<file path="src/verilog/bvag_pkg.sv">
`default_nettype none
package bvag_pkg;

  // ---------------------------------------------------------------
  // register map (byte addresses, one word each)
  // ---------------------------------------------------------------
  localparam logic [7:0] OFS_LOGIC_UNIT = 8'h00;
  localparam logic [7:0] OFS_PATTERN    = 8'h04;
  localparam logic [7:0] OFS_PAT_MULT   = 8'h08;
  localparam logic [7:0] OFS_CONTROL    = 8'h0c;
  localparam logic [7:0] OFS_SCROLL     = 8'h10;
  localparam logic [7:0] OFS_CONV_MODE  = 8'h14;
  localparam logic [7:0] OFS_READ_BUF   = 8'h18;
  localparam logic [7:0] OFS_HOST_CMD   = 8'h1c;
  localparam logic [7:0] OFS_STATUS     = 8'h20;

  // ---------------------------------------------------------------
  // field positions
  // ---------------------------------------------------------------
  localparam int LU_PLANE_CHOICE  = 0;
  localparam int LU_SINGLE_PLANE  = 1;
  localparam int CTL_SCROLL_EN    = 0;
  localparam int CTL_SECOND_ROM   = 1;
  localparam int ST_HANDSHAKE     = 0;
  localparam int ST_BLANK_N       = 1;
  localparam int ST_RMW           = 2;
  localparam int ST_GC_ACCESS     = 3;
  localparam int LP_ROM_SPACE_BIT = 15;
  localparam int LP_ROM_HALF_BIT  = 14;

  // ---------------------------------------------------------------
  // reset values and codes
  // ---------------------------------------------------------------
  localparam logic [1:0]  LU_RESET      = 2'h0;
  localparam logic [1:0]  CTL_RESET     = 2'h0;
  localparam logic [7:0]  CONV_RESET    = 8'h00;
  localparam logic [1:0]  PLANES_IDLE_N = 2'h3;
  localparam logic [1:0]  PLANE0_WE_N   = 2'h2;
  localparam logic [1:0]  PLANE1_WE_N   = 2'h1;
  localparam logic [1:0]  PLANES_BOTH_N = 2'h0;
  localparam logic [1:0]  SEL_CONTROLLER = 2'h0;
  localparam logic [1:0]  SEL_OUTPUT_MAP = 2'h1;
  localparam logic [1:0]  SEL_CHAR_INIT  = 2'h2;

  // converter mode codes: hold, shift right, shift left, parallel load
  typedef enum logic [1:0] {
    CONV_HOLD  = 2'h0,
    CONV_RIGHT = 2'h1,
    CONV_LEFT  = 2'h2,
    CONV_LOAD  = 2'h3
  } bvag_conv_mode_t;

  // every pin input, gathered so one synchroniser covers them all
  typedef struct packed {
    logic        controller_blank;
    logic        row_col_byte_sel;
    logic        host_buf_rd_n;
    logic        host_wr_n;
    logic [7:0]  host_data;
    logic        gc_access;
    logic [15:0] gc_addr;
    logic        bm_wr_req;
    logic        rmw_cycle;
    logic        video_rd_n;
    logic [1:0]  video_sel;
    logic        lp_rd_n;
    logic        lp_io_m;
    logic [15:0] lp_addr;
    logic [31:0] plane_bytes;
  } bvag_pins_t;

endpackage
`default_nettype wire

</file>
<file path="src/verilog/bvag_top.sv">
`timescale 1ns/100ps
`default_nettype none

// Summary of operation
// - single-plane write hits plane zero if plane choice low, else plane one
// - row/column mux passes low byte when select low, high byte when high
// - host buffer read drives read buffer onto host bus and clears handshake
// - screen blank low is inverted controller blank, resynchronised to byte select
// - first ROM for low 16K or single 32K part, second ROM above 16K
// - 16-bit scroll counter runs while controller is off the bit map, supplies addresses when scroll enable high
// - four byte serialisers, one per plane and byte, each with own mode
// - local processor read strobe serves I/O and memory; I/O-or-memory line tells which
// - separate low read strobes for controller, output map, character counter init
// - vector pattern is pattern register bits, each held for multiplier+1 clocks
// - complementary read-modify-write qualifiers held through every such cycle
// - host data travels on an eight-bit two-way bus
// - serial input to local processor high while handshake flip-flop is set
// - latched address from controller when scroll enable low, counter when high
module bvag_top #(
  parameter int PAT_W    = 8,
  parameter int MULT_W   = 4,
  parameter int SCROLL_W = 16
) (
  input  wire logic                 pclk,
  input  wire logic                 presetn,
  input  wire logic                 psel,
  input  wire logic                 penable,
  input  wire logic                 pwrite,
  input  wire logic [7:0]           paddr,
  input  wire logic [31:0]          pwdata,
  output var  logic                 pready,
  output var  logic [31:0]          prdata,
  output var  logic                 pslverr,
  input  wire bvag_pkg::bvag_pins_t pins,
  output var  logic [7:0]           host_data_bus_o,
  output var  logic                 host_data_bus_oe_n,
  output var  logic [7:0]           mem_addr,
  output var  logic [1:0]           plane_we_n,
  output var  logic                 screen_blank_n,
  output var  logic                 first_rom_enable_n,
  output var  logic                 second_rom_enable_n,
  output var  logic                 ram_enable_n,
  output var  logic                 controller_read_strobe_n,
  output var  logic                 output_map_read_strobe_n,
  output var  logic                 char_counter_init_strobe_n,
  output var  logic                 vector_pattern_n,
  output var  logic                 rmw_qualifier,
  output var  logic                 rmw_qualifier_n,
  output var  logic                 serial_in,
  output var  logic                 plane0_low_serial,
  output var  logic                 plane1_low_serial,
  output var  logic                 plane0_high_serial,
  output var  logic                 plane1_high_serial
);

  // refused at elaboration: the address mux and read-back word assume these bounds
  if (SCROLL_W != 16 || PAT_W < 2 || PAT_W > 32 || MULT_W < 1 || MULT_W > 31) begin
    $error("bvag_top: unsupported parameter values");
  end

  localparam int IDX_W = $clog2(PAT_W);

  // ---------------------------------------------------------------
  // functions
  // ---------------------------------------------------------------
  function automatic logic [7:0] conv_step(input logic [1:0] mode, input logic [7:0] sr,
                                           input logic [7:0] din);
    case (mode)
      bvag_pkg::CONV_RIGHT: conv_step = {1'b0, sr[7:1]};
      bvag_pkg::CONV_LEFT:  conv_step = {sr[6:0], 1'b0};
      bvag_pkg::CONV_LOAD:  conv_step = din;
      default:              conv_step = sr;
    endcase
  endfunction

  function automatic logic apb_hit(input logic [7:0] a, input logic [7:0] ofs);
    apb_hit = (a == ofs);
  endfunction

  // strobes are active low: a synchroniser reset to all zeros would show
  // a phantom host write and set the handshake right after reset
  function automatic bvag_pkg::bvag_pins_t pins_idle();
    pins_idle               = '0;
    pins_idle.host_buf_rd_n = 1'b1;
    pins_idle.host_wr_n     = 1'b1;
    pins_idle.video_rd_n    = 1'b1;
    pins_idle.lp_rd_n       = 1'b1;
  endfunction

  localparam bvag_pkg::bvag_pins_t PINS_IDLE = pins_idle();

  // ---------------------------------------------------------------
  // pin synchroniser
  // ---------------------------------------------------------------
  bvag_pkg::bvag_pins_t pins_s1;
  bvag_pkg::bvag_pins_t pins_s2;
  logic                 rcbs_prev_r;

  always_ff @(posedge pclk or negedge presetn) begin
    if (!presetn) begin
      pins_s1     <= PINS_IDLE;
      pins_s2     <= PINS_IDLE;
      rcbs_prev_r <= 1'b0;
    end else begin
      pins_s1     <= pins;
      pins_s2     <= pins_s1;
      rcbs_prev_r <= pins_s2.row_col_byte_sel;
    end
  end

  // ---------------------------------------------------------------
  // apb slave and registers
  // ---------------------------------------------------------------
  logic [1:0]        lu_r;
  logic [PAT_W-1:0]  pattern_r;
  logic [MULT_W-1:0] pat_mult_r;
  logic [1:0]        control_r;
  logic [7:0]        conv_mode_r;
  logic [7:0]        read_buf_r;
  logic [7:0]        host_cmd_r;
  logic              handshake_r;
  logic [15:0]       scroll_cnt_r;
  logic [7:0]        plane0_lo_r;
  logic [7:0]        plane1_lo_r;
  logic [7:0]        plane0_hi_r;
  logic [7:0]        plane1_hi_r;
  logic              apb_wr;
  logic              apb_rd;
  logic              mapped;
  logic [31:0]       rd_nxt;

  // pready rises in the first access cycle: one wait-free access phase
  assign apb_wr = psel && penable && pready && pwrite;
  assign apb_rd = psel && !penable && !pwrite;

  always_comb begin
    mapped = 1'b1;
    rd_nxt = '0;
    case (paddr)
      bvag_pkg::OFS_LOGIC_UNIT: rd_nxt[1:0]        = lu_r;
      bvag_pkg::OFS_PATTERN:    rd_nxt[PAT_W-1:0]  = pattern_r;
      bvag_pkg::OFS_PAT_MULT:   rd_nxt[MULT_W-1:0] = pat_mult_r;
      bvag_pkg::OFS_CONTROL:    rd_nxt[1:0]        = control_r;
      bvag_pkg::OFS_SCROLL:     rd_nxt[15:0]       = scroll_cnt_r;
      bvag_pkg::OFS_CONV_MODE:  rd_nxt[7:0]        = conv_mode_r;
      bvag_pkg::OFS_READ_BUF:   rd_nxt[7:0]        = read_buf_r;
      bvag_pkg::OFS_HOST_CMD:   rd_nxt[7:0]        = host_cmd_r;
      bvag_pkg::OFS_STATUS: begin
        rd_nxt[bvag_pkg::ST_HANDSHAKE] = handshake_r;
        rd_nxt[bvag_pkg::ST_BLANK_N]   = screen_blank_n;
        rd_nxt[bvag_pkg::ST_RMW]       = rmw_qualifier;
        rd_nxt[bvag_pkg::ST_GC_ACCESS] = pins_s2.gc_access;
      end
      default: mapped = 1'b0;
    endcase
  end

  always_ff @(posedge pclk or negedge presetn) begin
    if (!presetn) begin
      pready  <= 1'b0;
      prdata  <= '0;
      pslverr <= 1'b0;
    end else begin
      pready  <= psel && !penable;
      pslverr <= psel && !penable && !mapped;
      if (apb_rd) begin
        prdata <= rd_nxt;
      end
    end
  end

  always_ff @(posedge pclk or negedge presetn) begin
    if (!presetn) begin
      lu_r        <= bvag_pkg::LU_RESET;
      pattern_r   <= '0;
      pat_mult_r  <= '0;
      control_r   <= bvag_pkg::CTL_RESET;
      conv_mode_r <= bvag_pkg::CONV_RESET;
      read_buf_r  <= '0;
    end else if (apb_wr) begin
      if (apb_hit(paddr, bvag_pkg::OFS_LOGIC_UNIT)) lu_r <= pwdata[1:0];
      if (apb_hit(paddr, bvag_pkg::OFS_PATTERN)) pattern_r <= pwdata[PAT_W-1:0];
      if (apb_hit(paddr, bvag_pkg::OFS_PAT_MULT)) pat_mult_r <= pwdata[MULT_W-1:0];
      if (apb_hit(paddr, bvag_pkg::OFS_CONTROL)) control_r <= pwdata[1:0];
      if (apb_hit(paddr, bvag_pkg::OFS_CONV_MODE)) conv_mode_r <= pwdata[7:0];
      if (apb_hit(paddr, bvag_pkg::OFS_READ_BUF)) read_buf_r <= pwdata[7:0];
    end
  end

  // ---------------------------------------------------------------
  // host handshake and data bus
  // ---------------------------------------------------------------
  logic host_rd_now;
  logic host_wr_now;
  assign host_rd_now = !pins_s2.host_buf_rd_n;
  assign host_wr_now = !pins_s2.host_wr_n;

  always_ff @(posedge pclk or negedge presetn) begin
    if (!presetn) begin
      handshake_r <= 1'b0;
      host_cmd_r  <= '0;
    end else begin
      // read clears handshake; a host write in the same cycle wins
      if (host_wr_now) begin
        handshake_r <= 1'b1;
        host_cmd_r  <= pins_s2.host_data;
      end else if (host_rd_now) begin
        handshake_r <= 1'b0;
      end
    end
  end

  always_ff @(posedge pclk or negedge presetn) begin
    if (!presetn) begin
      host_data_bus_o    <= '0;
      host_data_bus_oe_n <= 1'b1;
      serial_in          <= 1'b0;
    end else begin
      host_data_bus_o    <= read_buf_r;
      host_data_bus_oe_n <= !host_rd_now;
      serial_in          <= handshake_r;
    end
  end

  // ---------------------------------------------------------------
  // bit-map addressing and plane writes
  // ---------------------------------------------------------------
  logic [15:0] lat_addr;
  logic [7:0]  lat_hi;
  logic [7:0]  lat_lo;
  logic        scroll_wr;

  assign lat_addr  = control_r[bvag_pkg::CTL_SCROLL_EN] ? scroll_cnt_r : pins_s2.gc_addr;
  assign lat_hi    = lat_addr[15:8];
  assign lat_lo    = lat_addr[7:0];
  assign scroll_wr = apb_wr && apb_hit(paddr, bvag_pkg::OFS_SCROLL);

  always_ff @(posedge pclk or negedge presetn) begin
    if (!presetn) begin
      scroll_cnt_r <= '0;
    end else if (scroll_wr) begin
      scroll_cnt_r <= pwdata[15:0];
    end else if (!pins_s2.gc_access) begin
      // counter runs while controller is off the bit map
      scroll_cnt_r <= scroll_cnt_r + 16'h0001;
    end
  end

  always_ff @(posedge pclk or negedge presetn) begin
    if (!presetn) begin
      mem_addr   <= '0;
      plane_we_n <= bvag_pkg::PLANES_IDLE_N;
    end else begin
      mem_addr <= pins_s2.row_col_byte_sel ? lat_hi : lat_lo;
      if (!pins_s2.bm_wr_req) begin
        plane_we_n <= bvag_pkg::PLANES_IDLE_N;
      end else if (!lu_r[bvag_pkg::LU_SINGLE_PLANE]) begin
        plane_we_n <= bvag_pkg::PLANES_BOTH_N;
      end else if (lu_r[bvag_pkg::LU_PLANE_CHOICE]) begin
        plane_we_n <= bvag_pkg::PLANE1_WE_N;
      end else begin
        plane_we_n <= bvag_pkg::PLANE0_WE_N;
      end
    end
  end

  // blank taken only on byte-select rise so it lines up with row timing
  always_ff @(posedge pclk or negedge presetn) begin
    if (!presetn) begin
      screen_blank_n <= 1'b1;
    end else if (pins_s2.row_col_byte_sel && !rcbs_prev_r) begin
      screen_blank_n <= !pins_s2.controller_blank;
    end
  end

  // ---------------------------------------------------------------
  // local processor memory and video access decode
  // ---------------------------------------------------------------
  logic lp_mem_rd;
  logic lp_rom;
  logic lp_upper;
  // memory reads are strobe low with the io/memory line low
  assign lp_mem_rd = !pins_s2.lp_rd_n && !pins_s2.lp_io_m;
  assign lp_rom    = !pins_s2.lp_addr[bvag_pkg::LP_ROM_SPACE_BIT];
  assign lp_upper  = pins_s2.lp_addr[bvag_pkg::LP_ROM_HALF_BIT];

  always_ff @(posedge pclk or negedge presetn) begin
    if (!presetn) begin
      first_rom_enable_n  <= 1'b1;
      second_rom_enable_n <= 1'b1;
      ram_enable_n        <= 1'b1;
    end else begin
      // rom split at 16K when a second part is fitted
      first_rom_enable_n  <= !(lp_mem_rd && lp_rom &&
                               !(lp_upper && control_r[bvag_pkg::CTL_SECOND_ROM]));
      second_rom_enable_n <= !(lp_mem_rd && lp_rom && lp_upper &&
                               control_r[bvag_pkg::CTL_SECOND_ROM]);
      ram_enable_n        <= !(lp_mem_rd && !lp_rom);
    end
  end

  always_ff @(posedge pclk or negedge presetn) begin
    if (!presetn) begin
      controller_read_strobe_n   <= 1'b1;
      output_map_read_strobe_n   <= 1'b1;
      char_counter_init_strobe_n <= 1'b1;
    end else begin
      controller_read_strobe_n   <= !(!pins_s2.video_rd_n &&
                                      pins_s2.video_sel == bvag_pkg::SEL_CONTROLLER);
      output_map_read_strobe_n   <= !(!pins_s2.video_rd_n &&
                                      pins_s2.video_sel == bvag_pkg::SEL_OUTPUT_MAP);
      char_counter_init_strobe_n <= !(!pins_s2.video_rd_n &&
                                      pins_s2.video_sel == bvag_pkg::SEL_CHAR_INIT);
    end
  end

  // ---------------------------------------------------------------
  // pattern, read-modify-write, serialisers
  // ---------------------------------------------------------------
  logic [MULT_W-1:0] rep_cnt_r;
  logic [IDX_W-1:0]  pat_idx_r;

  // each bit stands for multiplier+1 clocks
  always_ff @(posedge pclk or negedge presetn) begin
    if (!presetn) begin
      rep_cnt_r        <= '0;
      pat_idx_r        <= '0;
      vector_pattern_n <= 1'b1;
    end else begin
      vector_pattern_n <= !pattern_r[pat_idx_r];
      if (rep_cnt_r >= pat_mult_r) begin
        rep_cnt_r <= '0;
        pat_idx_r <= (pat_idx_r == IDX_W'(PAT_W - 1)) ? '0 : pat_idx_r + 1'b1;
      end else begin
        rep_cnt_r <= rep_cnt_r + 1'b1;
      end
    end
  end

  always_ff @(posedge pclk or negedge presetn) begin
    if (!presetn) begin
      rmw_qualifier   <= 1'b0;
      rmw_qualifier_n <= 1'b1;
    end else begin
      rmw_qualifier   <= pins_s2.rmw_cycle;
      rmw_qualifier_n <= !pins_s2.rmw_cycle;
    end
  end

  // four serialisers, two mode bits per converter
  always_ff @(posedge pclk or negedge presetn) begin
    if (!presetn) begin
      plane0_lo_r        <= '0;
      plane1_lo_r        <= '0;
      plane0_hi_r        <= '0;
      plane1_hi_r        <= '0;
      plane0_low_serial  <= 1'b0;
      plane1_low_serial  <= 1'b0;
      plane0_high_serial <= 1'b0;
      plane1_high_serial <= 1'b0;
    end else begin
      plane0_lo_r        <= conv_step(conv_mode_r[1:0], plane0_lo_r, pins_s2.plane_bytes[7:0]);
      plane1_lo_r        <= conv_step(conv_mode_r[3:2], plane1_lo_r, pins_s2.plane_bytes[15:8]);
      plane0_hi_r        <= conv_step(conv_mode_r[5:4], plane0_hi_r, pins_s2.plane_bytes[23:16]);
      plane1_hi_r        <= conv_step(conv_mode_r[7:6], plane1_hi_r, pins_s2.plane_bytes[31:24]);
      // shift-left converters present the top bit, all others the bottom bit
      plane0_low_serial  <= (conv_mode_r[1:0] == bvag_pkg::CONV_LEFT) ? plane0_lo_r[7] : plane0_lo_r[0];
      plane1_low_serial  <= (conv_mode_r[3:2] == bvag_pkg::CONV_LEFT) ? plane1_lo_r[7] : plane1_lo_r[0];
      plane0_high_serial <= (conv_mode_r[5:4] == bvag_pkg::CONV_LEFT) ? plane0_hi_r[7] : plane0_hi_r[0];
      plane1_high_serial <= (conv_mode_r[7:6] == bvag_pkg::CONV_LEFT) ? plane1_hi_r[7] : plane1_hi_r[0];
    end
  end
endmodule
`default_nettype wire

</file>
<file path="config.mk">
export PLATFORM = sky130hd
export DESIGN_NAME = bvag_top
export DESIGN_NICKNAME = d
export VERILOG_FILES = /design/src/verilog/bvag_pkg.sv /design/src/verilog/bvag_top.sv
export SDC_FILE = /design/constraint.sdc
export NUM_CORES = 1
export LEC_CHECK = 0
export BUFFER_PORTS_ARGS = -buffer_cell sky130_fd_sc_hd__buf_2
export CORE_MARGIN = 4
export CORE_UTILIZATION = 50
export CTS_CLUSTER_DIAMETER = 200
export CTS_CLUSTER_SIZE = 25
export DETAILED_ROUTE_END_ITERATION = 7
export MAX_ROUTING_LAYER = met4
export PLACE_DENSITY = 0.79
export SLEW_MARGIN = 20
export SYNTH_ARGS = -nofsm -noshare
export SYNTH_HDL_FRONTEND = slang
export SYNTH_SLANG_ARGS = --single-unit
</file>
<file path="constraint.sdc">
create_clock -name pclk -period 2.3 [get_ports pclk]
set_input_delay 0.575 -clock pclk [delete_from_list [all_inputs] [get_ports pclk]]
set_output_delay 0.575 -clock pclk [all_outputs]
set_load 0.01 [all_outputs]
</file>
* Word level (Yosys, flattened, before mapping)
Index checks and enable logic that the tools add are counted.
Storage, ports and cells: memory bits (read-only) 0, register bits after elaboration 317, output and inout bits 68, memory bits (writable) 0, latch bits 0, memories kept 0, input bits 129, logic and storage cells 173
Operators by class: order comparisons 2, $mul 0, mux-type cells 26, bitwise operators 0, add/subtract/negate cells 3, eq/ne operators 25, reductions and logical operators 49, shift operators 0, div/mod/pow operators 0
Operators with widths (number):
- one-hot mux 8 bit (3 select lines) | 4
- 2-to-1 mux 16 bit | 3
- equality test 8 x 5 -> 1 bit, second input constant | 4
- one-hot mux 4 bit (5 select lines) | 1
- equality test 2 bit, second input constant | 9
- logical AND 1 bit | 18
- logical NOT 1 bit | 18
- one-hot mux 2 bit (9 select lines) | 1
- adder 16 x 1 -> 16 bit, second input constant | 1
- equality test 8 x 4 -> 1 bit, second input constant | 2
- 2-to-1 mux 8 bit | 2
- one-hot mux 2 bit (7 select lines) | 1
- AND reduction 2 bit | 6
- nonzero test 3 bit | 4
- equality test 2 x 1 -> 1 bit, second input constant | 5
- OR reduction 9 bit | 1
- equality test 8 x 3 -> 1 bit, second input constant | 1
- equality test 8 x 6 -> 1 bit, second input constant | 1
- logical NOT 8 bit | 1
- 2-to-1 mux 1 bit | 8
- 2-to-1 mux 2 bit | 3
- adder 4 x 1 -> 4 bit, second input constant | 1
- greater-or-equal comparator 4 bit | 1
- less-than comparator 3 x 4 -> 1 bit, second input constant | 1
- 8 further kinds | 8

* Depth between registers and ports, before layout
word-level depth 6, gate-level depth with buffers 7, depth with buffers taken out 7

* Least setup slack after synthesis
OpenSTA, ideal clock, no wires.
path type input to register, from input paddr[5], to register read_buf_r[0], arrival time 1952 ps, buffers on the path 2, stages 6, required time 2175 ps, slack 223 ps, cell sequence buf_2 -> or3_1 -> clkbuf_1 -> nor3_4 -> nand2_2 -> mux2_2
Between the ends: longest elaborated chain between the ends 2
Ends and longest elaborated chain:
- start, declared | line bvag_top.sv:29 | input wire logic [7:0] paddr,
- equality test 8 x 5 -> 1 bit | line bvag_top.sv:77 | apb_hit = (a == ofs);
- AND reduction 2 bit (no source line)
- end signal, assigned | line bvag_top.sv:186 | if (apb_hit(paddr, bvag_pkg::OFS_READ_BUF)) read_buf_r <= pwdata[7:0];
- end, declared | line bvag_top.sv:119 | logic [7:0] read_buf_r;
Every way passes these cells. A chain may end at the register's enable or synchronous reset.

* Worst setup path in the final report
from register scroll_cnt_r[5], to register scroll_cnt_r[15]
Between the ends: longest elaborated chain between the ends 3
Ends and longest elaborated chain:
- start, declared | line bvag_top.sv:122 | logic [15:0] scroll_cnt_r;
- start signal, assigned | line bvag_top.sv:242 | scroll_cnt_r <= pwdata[15:0];
- start signal, assigned | line bvag_top.sv:245 | scroll_cnt_r <= scroll_cnt_r + 16'h0001;
- adder 16 x 1 -> 16 bit | line bvag_top.sv:245
- 2-to-1 mux 16 bit | line bvag_top.sv:243 | end else if (!pins_s2.gc_access) begin
- 2-to-1 mux 16 bit | line bvag_top.sv:241 | end else if (scroll_wr) begin
Every way passes these cells. The select of a mux whose other input is x is not followed.

==> results by group <==
CTS
  – Post-CTS resize count: 0
  – Clock latency at the later pin of the worst-skew pair: between 400 and 500 ps
  – CTS Root Cell: clkbuf_16
  – Clk buf depth: 3
  – H-tree levels: 1
  – CTS tree: built
  – CTS sink count: approximately 290
  – TritonCTS Buffers: 15
  – Post-CTS Hold Buffers: 1
  – Post-CTS Setup Bufs: 0
  – CTS clock-pin slew for the worst setup and hold paths: 100 ps

Synthesis
  – Post-synth top cells: 269 x dfrtp_1, 52 x mux2_2, 40 x nand2_1, 40 x nor2_1, 35 x mux4_2
  – Mapped Area: 10,400 um^2
  – Synth area leaders: dfrtp_1 64%, mux4_2 7.6%, mux2_2 5.6%
  – Post-synthesis area per instance: between 15 and 20 um^2
  – Dominant cell type by area after synthesis: dfrtp_1
  – Synthesized flop and latch total: 289
  – Yosys top cell area share: 0.645
  – Synth Warn #: 0
  – Unique cell type count in the Yosys netlist: 46
  – Post-synthesis sequential area ratio: 0.695
  – Ys async rst share: 1.00
  – Syn Inst Count: 680
  – Most frequent cell after synthesis: dfrtp_1
  – Main synth FF type: dfrtp_1
  – Post-synth EDFFs: 0

Setup path
  – Worst-path fanout max: 6
  – Worst r2r src: scroll_cnt_r[5]
  – Startpoint Class: flip-flop
  – Worst setup EP type: flip-flop
  – Crit path kind: reg2reg
  – CP required: ~2700 ps
  – Critical path launch point: scroll_cnt_r[5]
  – Crit path arrival time: between 2000 and 2500 ps

Floorplan
  – Core ar.: 20,400 um^2
  – Cell Rows: 52
  – Initial core utilization: 0.513
  – IO Pins: 197
  – Die Width: approximately 150 um
  – Die ar.: ~23,000 um^2
  – Die H: ~150 um

Drt
  – Vias per std cell: approximately 5.2
  – Pre-antenna DRT Iters: 4
  – Vias: between 5,000 and 6,000
  – Metal-1 WL: between 8 and 9 mm
  – Final WL: approximately 20 mm
  – Met3 routed WL: around 980 um
  – Antenna Violating Nets Remaining: 0
  – DRC errors left: 0
  – Highest Signal Layer: met4
  – Met2 WL: about 10 mm
  – Detailed Route Iter0 Violations: 349
  – Avg WL per Cell: roughly 18 um

Timing
  – Hold Vio Cnt, Final: 0
  – Worst slew pin tran: between 600 and 700 ps
  – Crit share post-route: 0.832
  – Worst hold margin: 183 ps
  – Final Max Tran Viols: 0
  – Fmax achieved: ~520 MHz
  – Slew headroom: 0.581
  – Finish-stage setup viols: 0
  – RSZ-0062 raised after global routing: no
  – Min Tclk post-route: between 1500 and 2000 ps
  – Setup Skew: around 21 ps

Power
  – Sequential share of power: 0.618
  – Max rail drop VDD: 0.720 mV
  – Clock group share of total power: 0.301
  – Total power draw: 9.19 mW
  – Net Switching: around 2.2 mW
  – Internal: approximately 7 mW
  – Lkg Pwr: roughly 5.6 nW
  – Sw frac: 0.238
  – Comb power frac: 0.081
  – PD cells: 765 nW/um^2

Flow run
  – Max cap viols: 0

Placement
  – Post-placement cell count: 1,095
  – GP Congestion: 0.874
  – Number of port buffers: 150
  – Detailed Place HPWL: 14.8 mm
  – Placed Instance Area: between 10,000 and 15,000 um^2

Global route
  – Largest net degree at the start of global routing: slightly above 80
  – GR Util All Layers: 0.182
  – First-pass GRT wire length: between 30 and 40 mm
  – Vias in the first global route: 6,118
  – GRT overflow: 0
  – Initial antenna violation count: 2

Final layout
  – Area grow syn2layout: 15.0%
  – Nets@finish: approximately 1,000
  – Fin area: 12,000 um^2
  – Non-Filler Instances: 1,123
  – Share of cells above drive strength 1: 0.353
  – Util after Layout: 0.589

Outcome
  – Outcome: finished clean

Min path
  – Hold Path Origin: pins[60]
  – Worst Hold Class: in2reg
## worst paths after layout
check                                    to  cells after the start  slack (ps)
min in group asynchronous        prdata[13]                      2         560
hold / removal                  pins_s1[60]                      1         180
max in group asynchronous       pins_s2[77]                      3        1000
setup reg to reg           scroll_cnt_r[15]                      5         390
hold reg to reg                 pins_s2[73]                      0         340
setup / recovery           scroll_cnt_r[15]                      5         390
## cell families after synthesis
kind of cell,Yosys count,share of synthesized area
buf+inv,52,0.0256
xor+xnor,18,0.0151
simple gates,148,0.0697
other cells,1,0.000359
mux,105,0.149
flops,289,0.695
compound gates,59,0.0356
fa+ha+maj,8,0.00959
## cell usage in the layout (no fill, tap or decap), types with 3 or more instances in the layout
master	count
nor3_1	7
buf_4	18
o2bb2ai_1	4
or3_1	4
nand3_1	27
dfstp_2	20
inv_1	11
dfrtp_1	269
nand2b_1	8
clkbuf_16	15
buf_2	149
o21ai_0	16
nand2_2	3
mux2i_1	18
conb_1	16
ha_1	8
nor4_1	4
a221oi_1	5
mux4_2	35
buf_12	3
nand2_1	40
xnor2_1	11
a31oi_1	4
and3_1	4
mux2_2	52
clkbuf_1	9
a22o_1	4
xor2_1	7
nor2_1	40
a21oi_1	18
## worst max-delay path: stages, from the launching register on
cell and delay, ps:
dfrtp_1 540, nand3_1 200, nor4_1 620, nand3_1 170, xor2_1 170, a21oi_1 150
## power by group through the flow
stage                     Sequential (mW)  Combinational, mW  Clock, mW
after floorplan                      5.65              0.457          0
after global routing                 5.71              0.839       3.07
final                                5.67              0.746       2.77
after global placement               5.75              0.728          0
after CTS                            5.67              0.759       2.87
after detailed placement             5.77              0.751          0
## registers in the layout, indices dropped and copies added (netlist names), 2 cells and up
signal and flops:
control_r 2, mem_addr 8, pins_s2 69, pattern_r 8, scroll_cnt_r 16, pat_mult_r 4
host_data_bus_o 8, lu_r 2, host_cmd_r 8, plane1_lo_r 8, pins_s1 70, pat_idx_r 3
read_buf_r 8, plane0_lo_r 8, plane1_hi_r 8, conv_mode_r 8, prdata 16, rep_cnt_r 4
plane0_hi_r 8, plane_we_n 2
## final cells by class
class,count,area (um^2)
Fill cell,1604,8360
Sequential cell,289,7260
Multi-Input combinational cell,354,2970
Timing Repair Buffer,172,966
Clock buffer,24,409
Tap cell,270,338
Inverter,11,41.3
Clock inverter,1,16.3
Antenna cell,2,5.00
## metal layers
layer,GRT usage,vias to the layer above
li1,-,2690
met1,0.246,3008
met2,0.299,155
met3,0.0298,26
met4,0.0344,0
met5,-,-
## through the flow
stage / setup slack (ps) / setup TNS, ps
6_report: 387 / 0
5_1_grt: 243 / 0
3_3_place_gp: 17.1 / 0
4_1_cts: 424 / 0
2_1_floorplan: 223 / 0
3_5_place_dp: -6.28 / -6.28
Power figures use the tool's default switching activity.
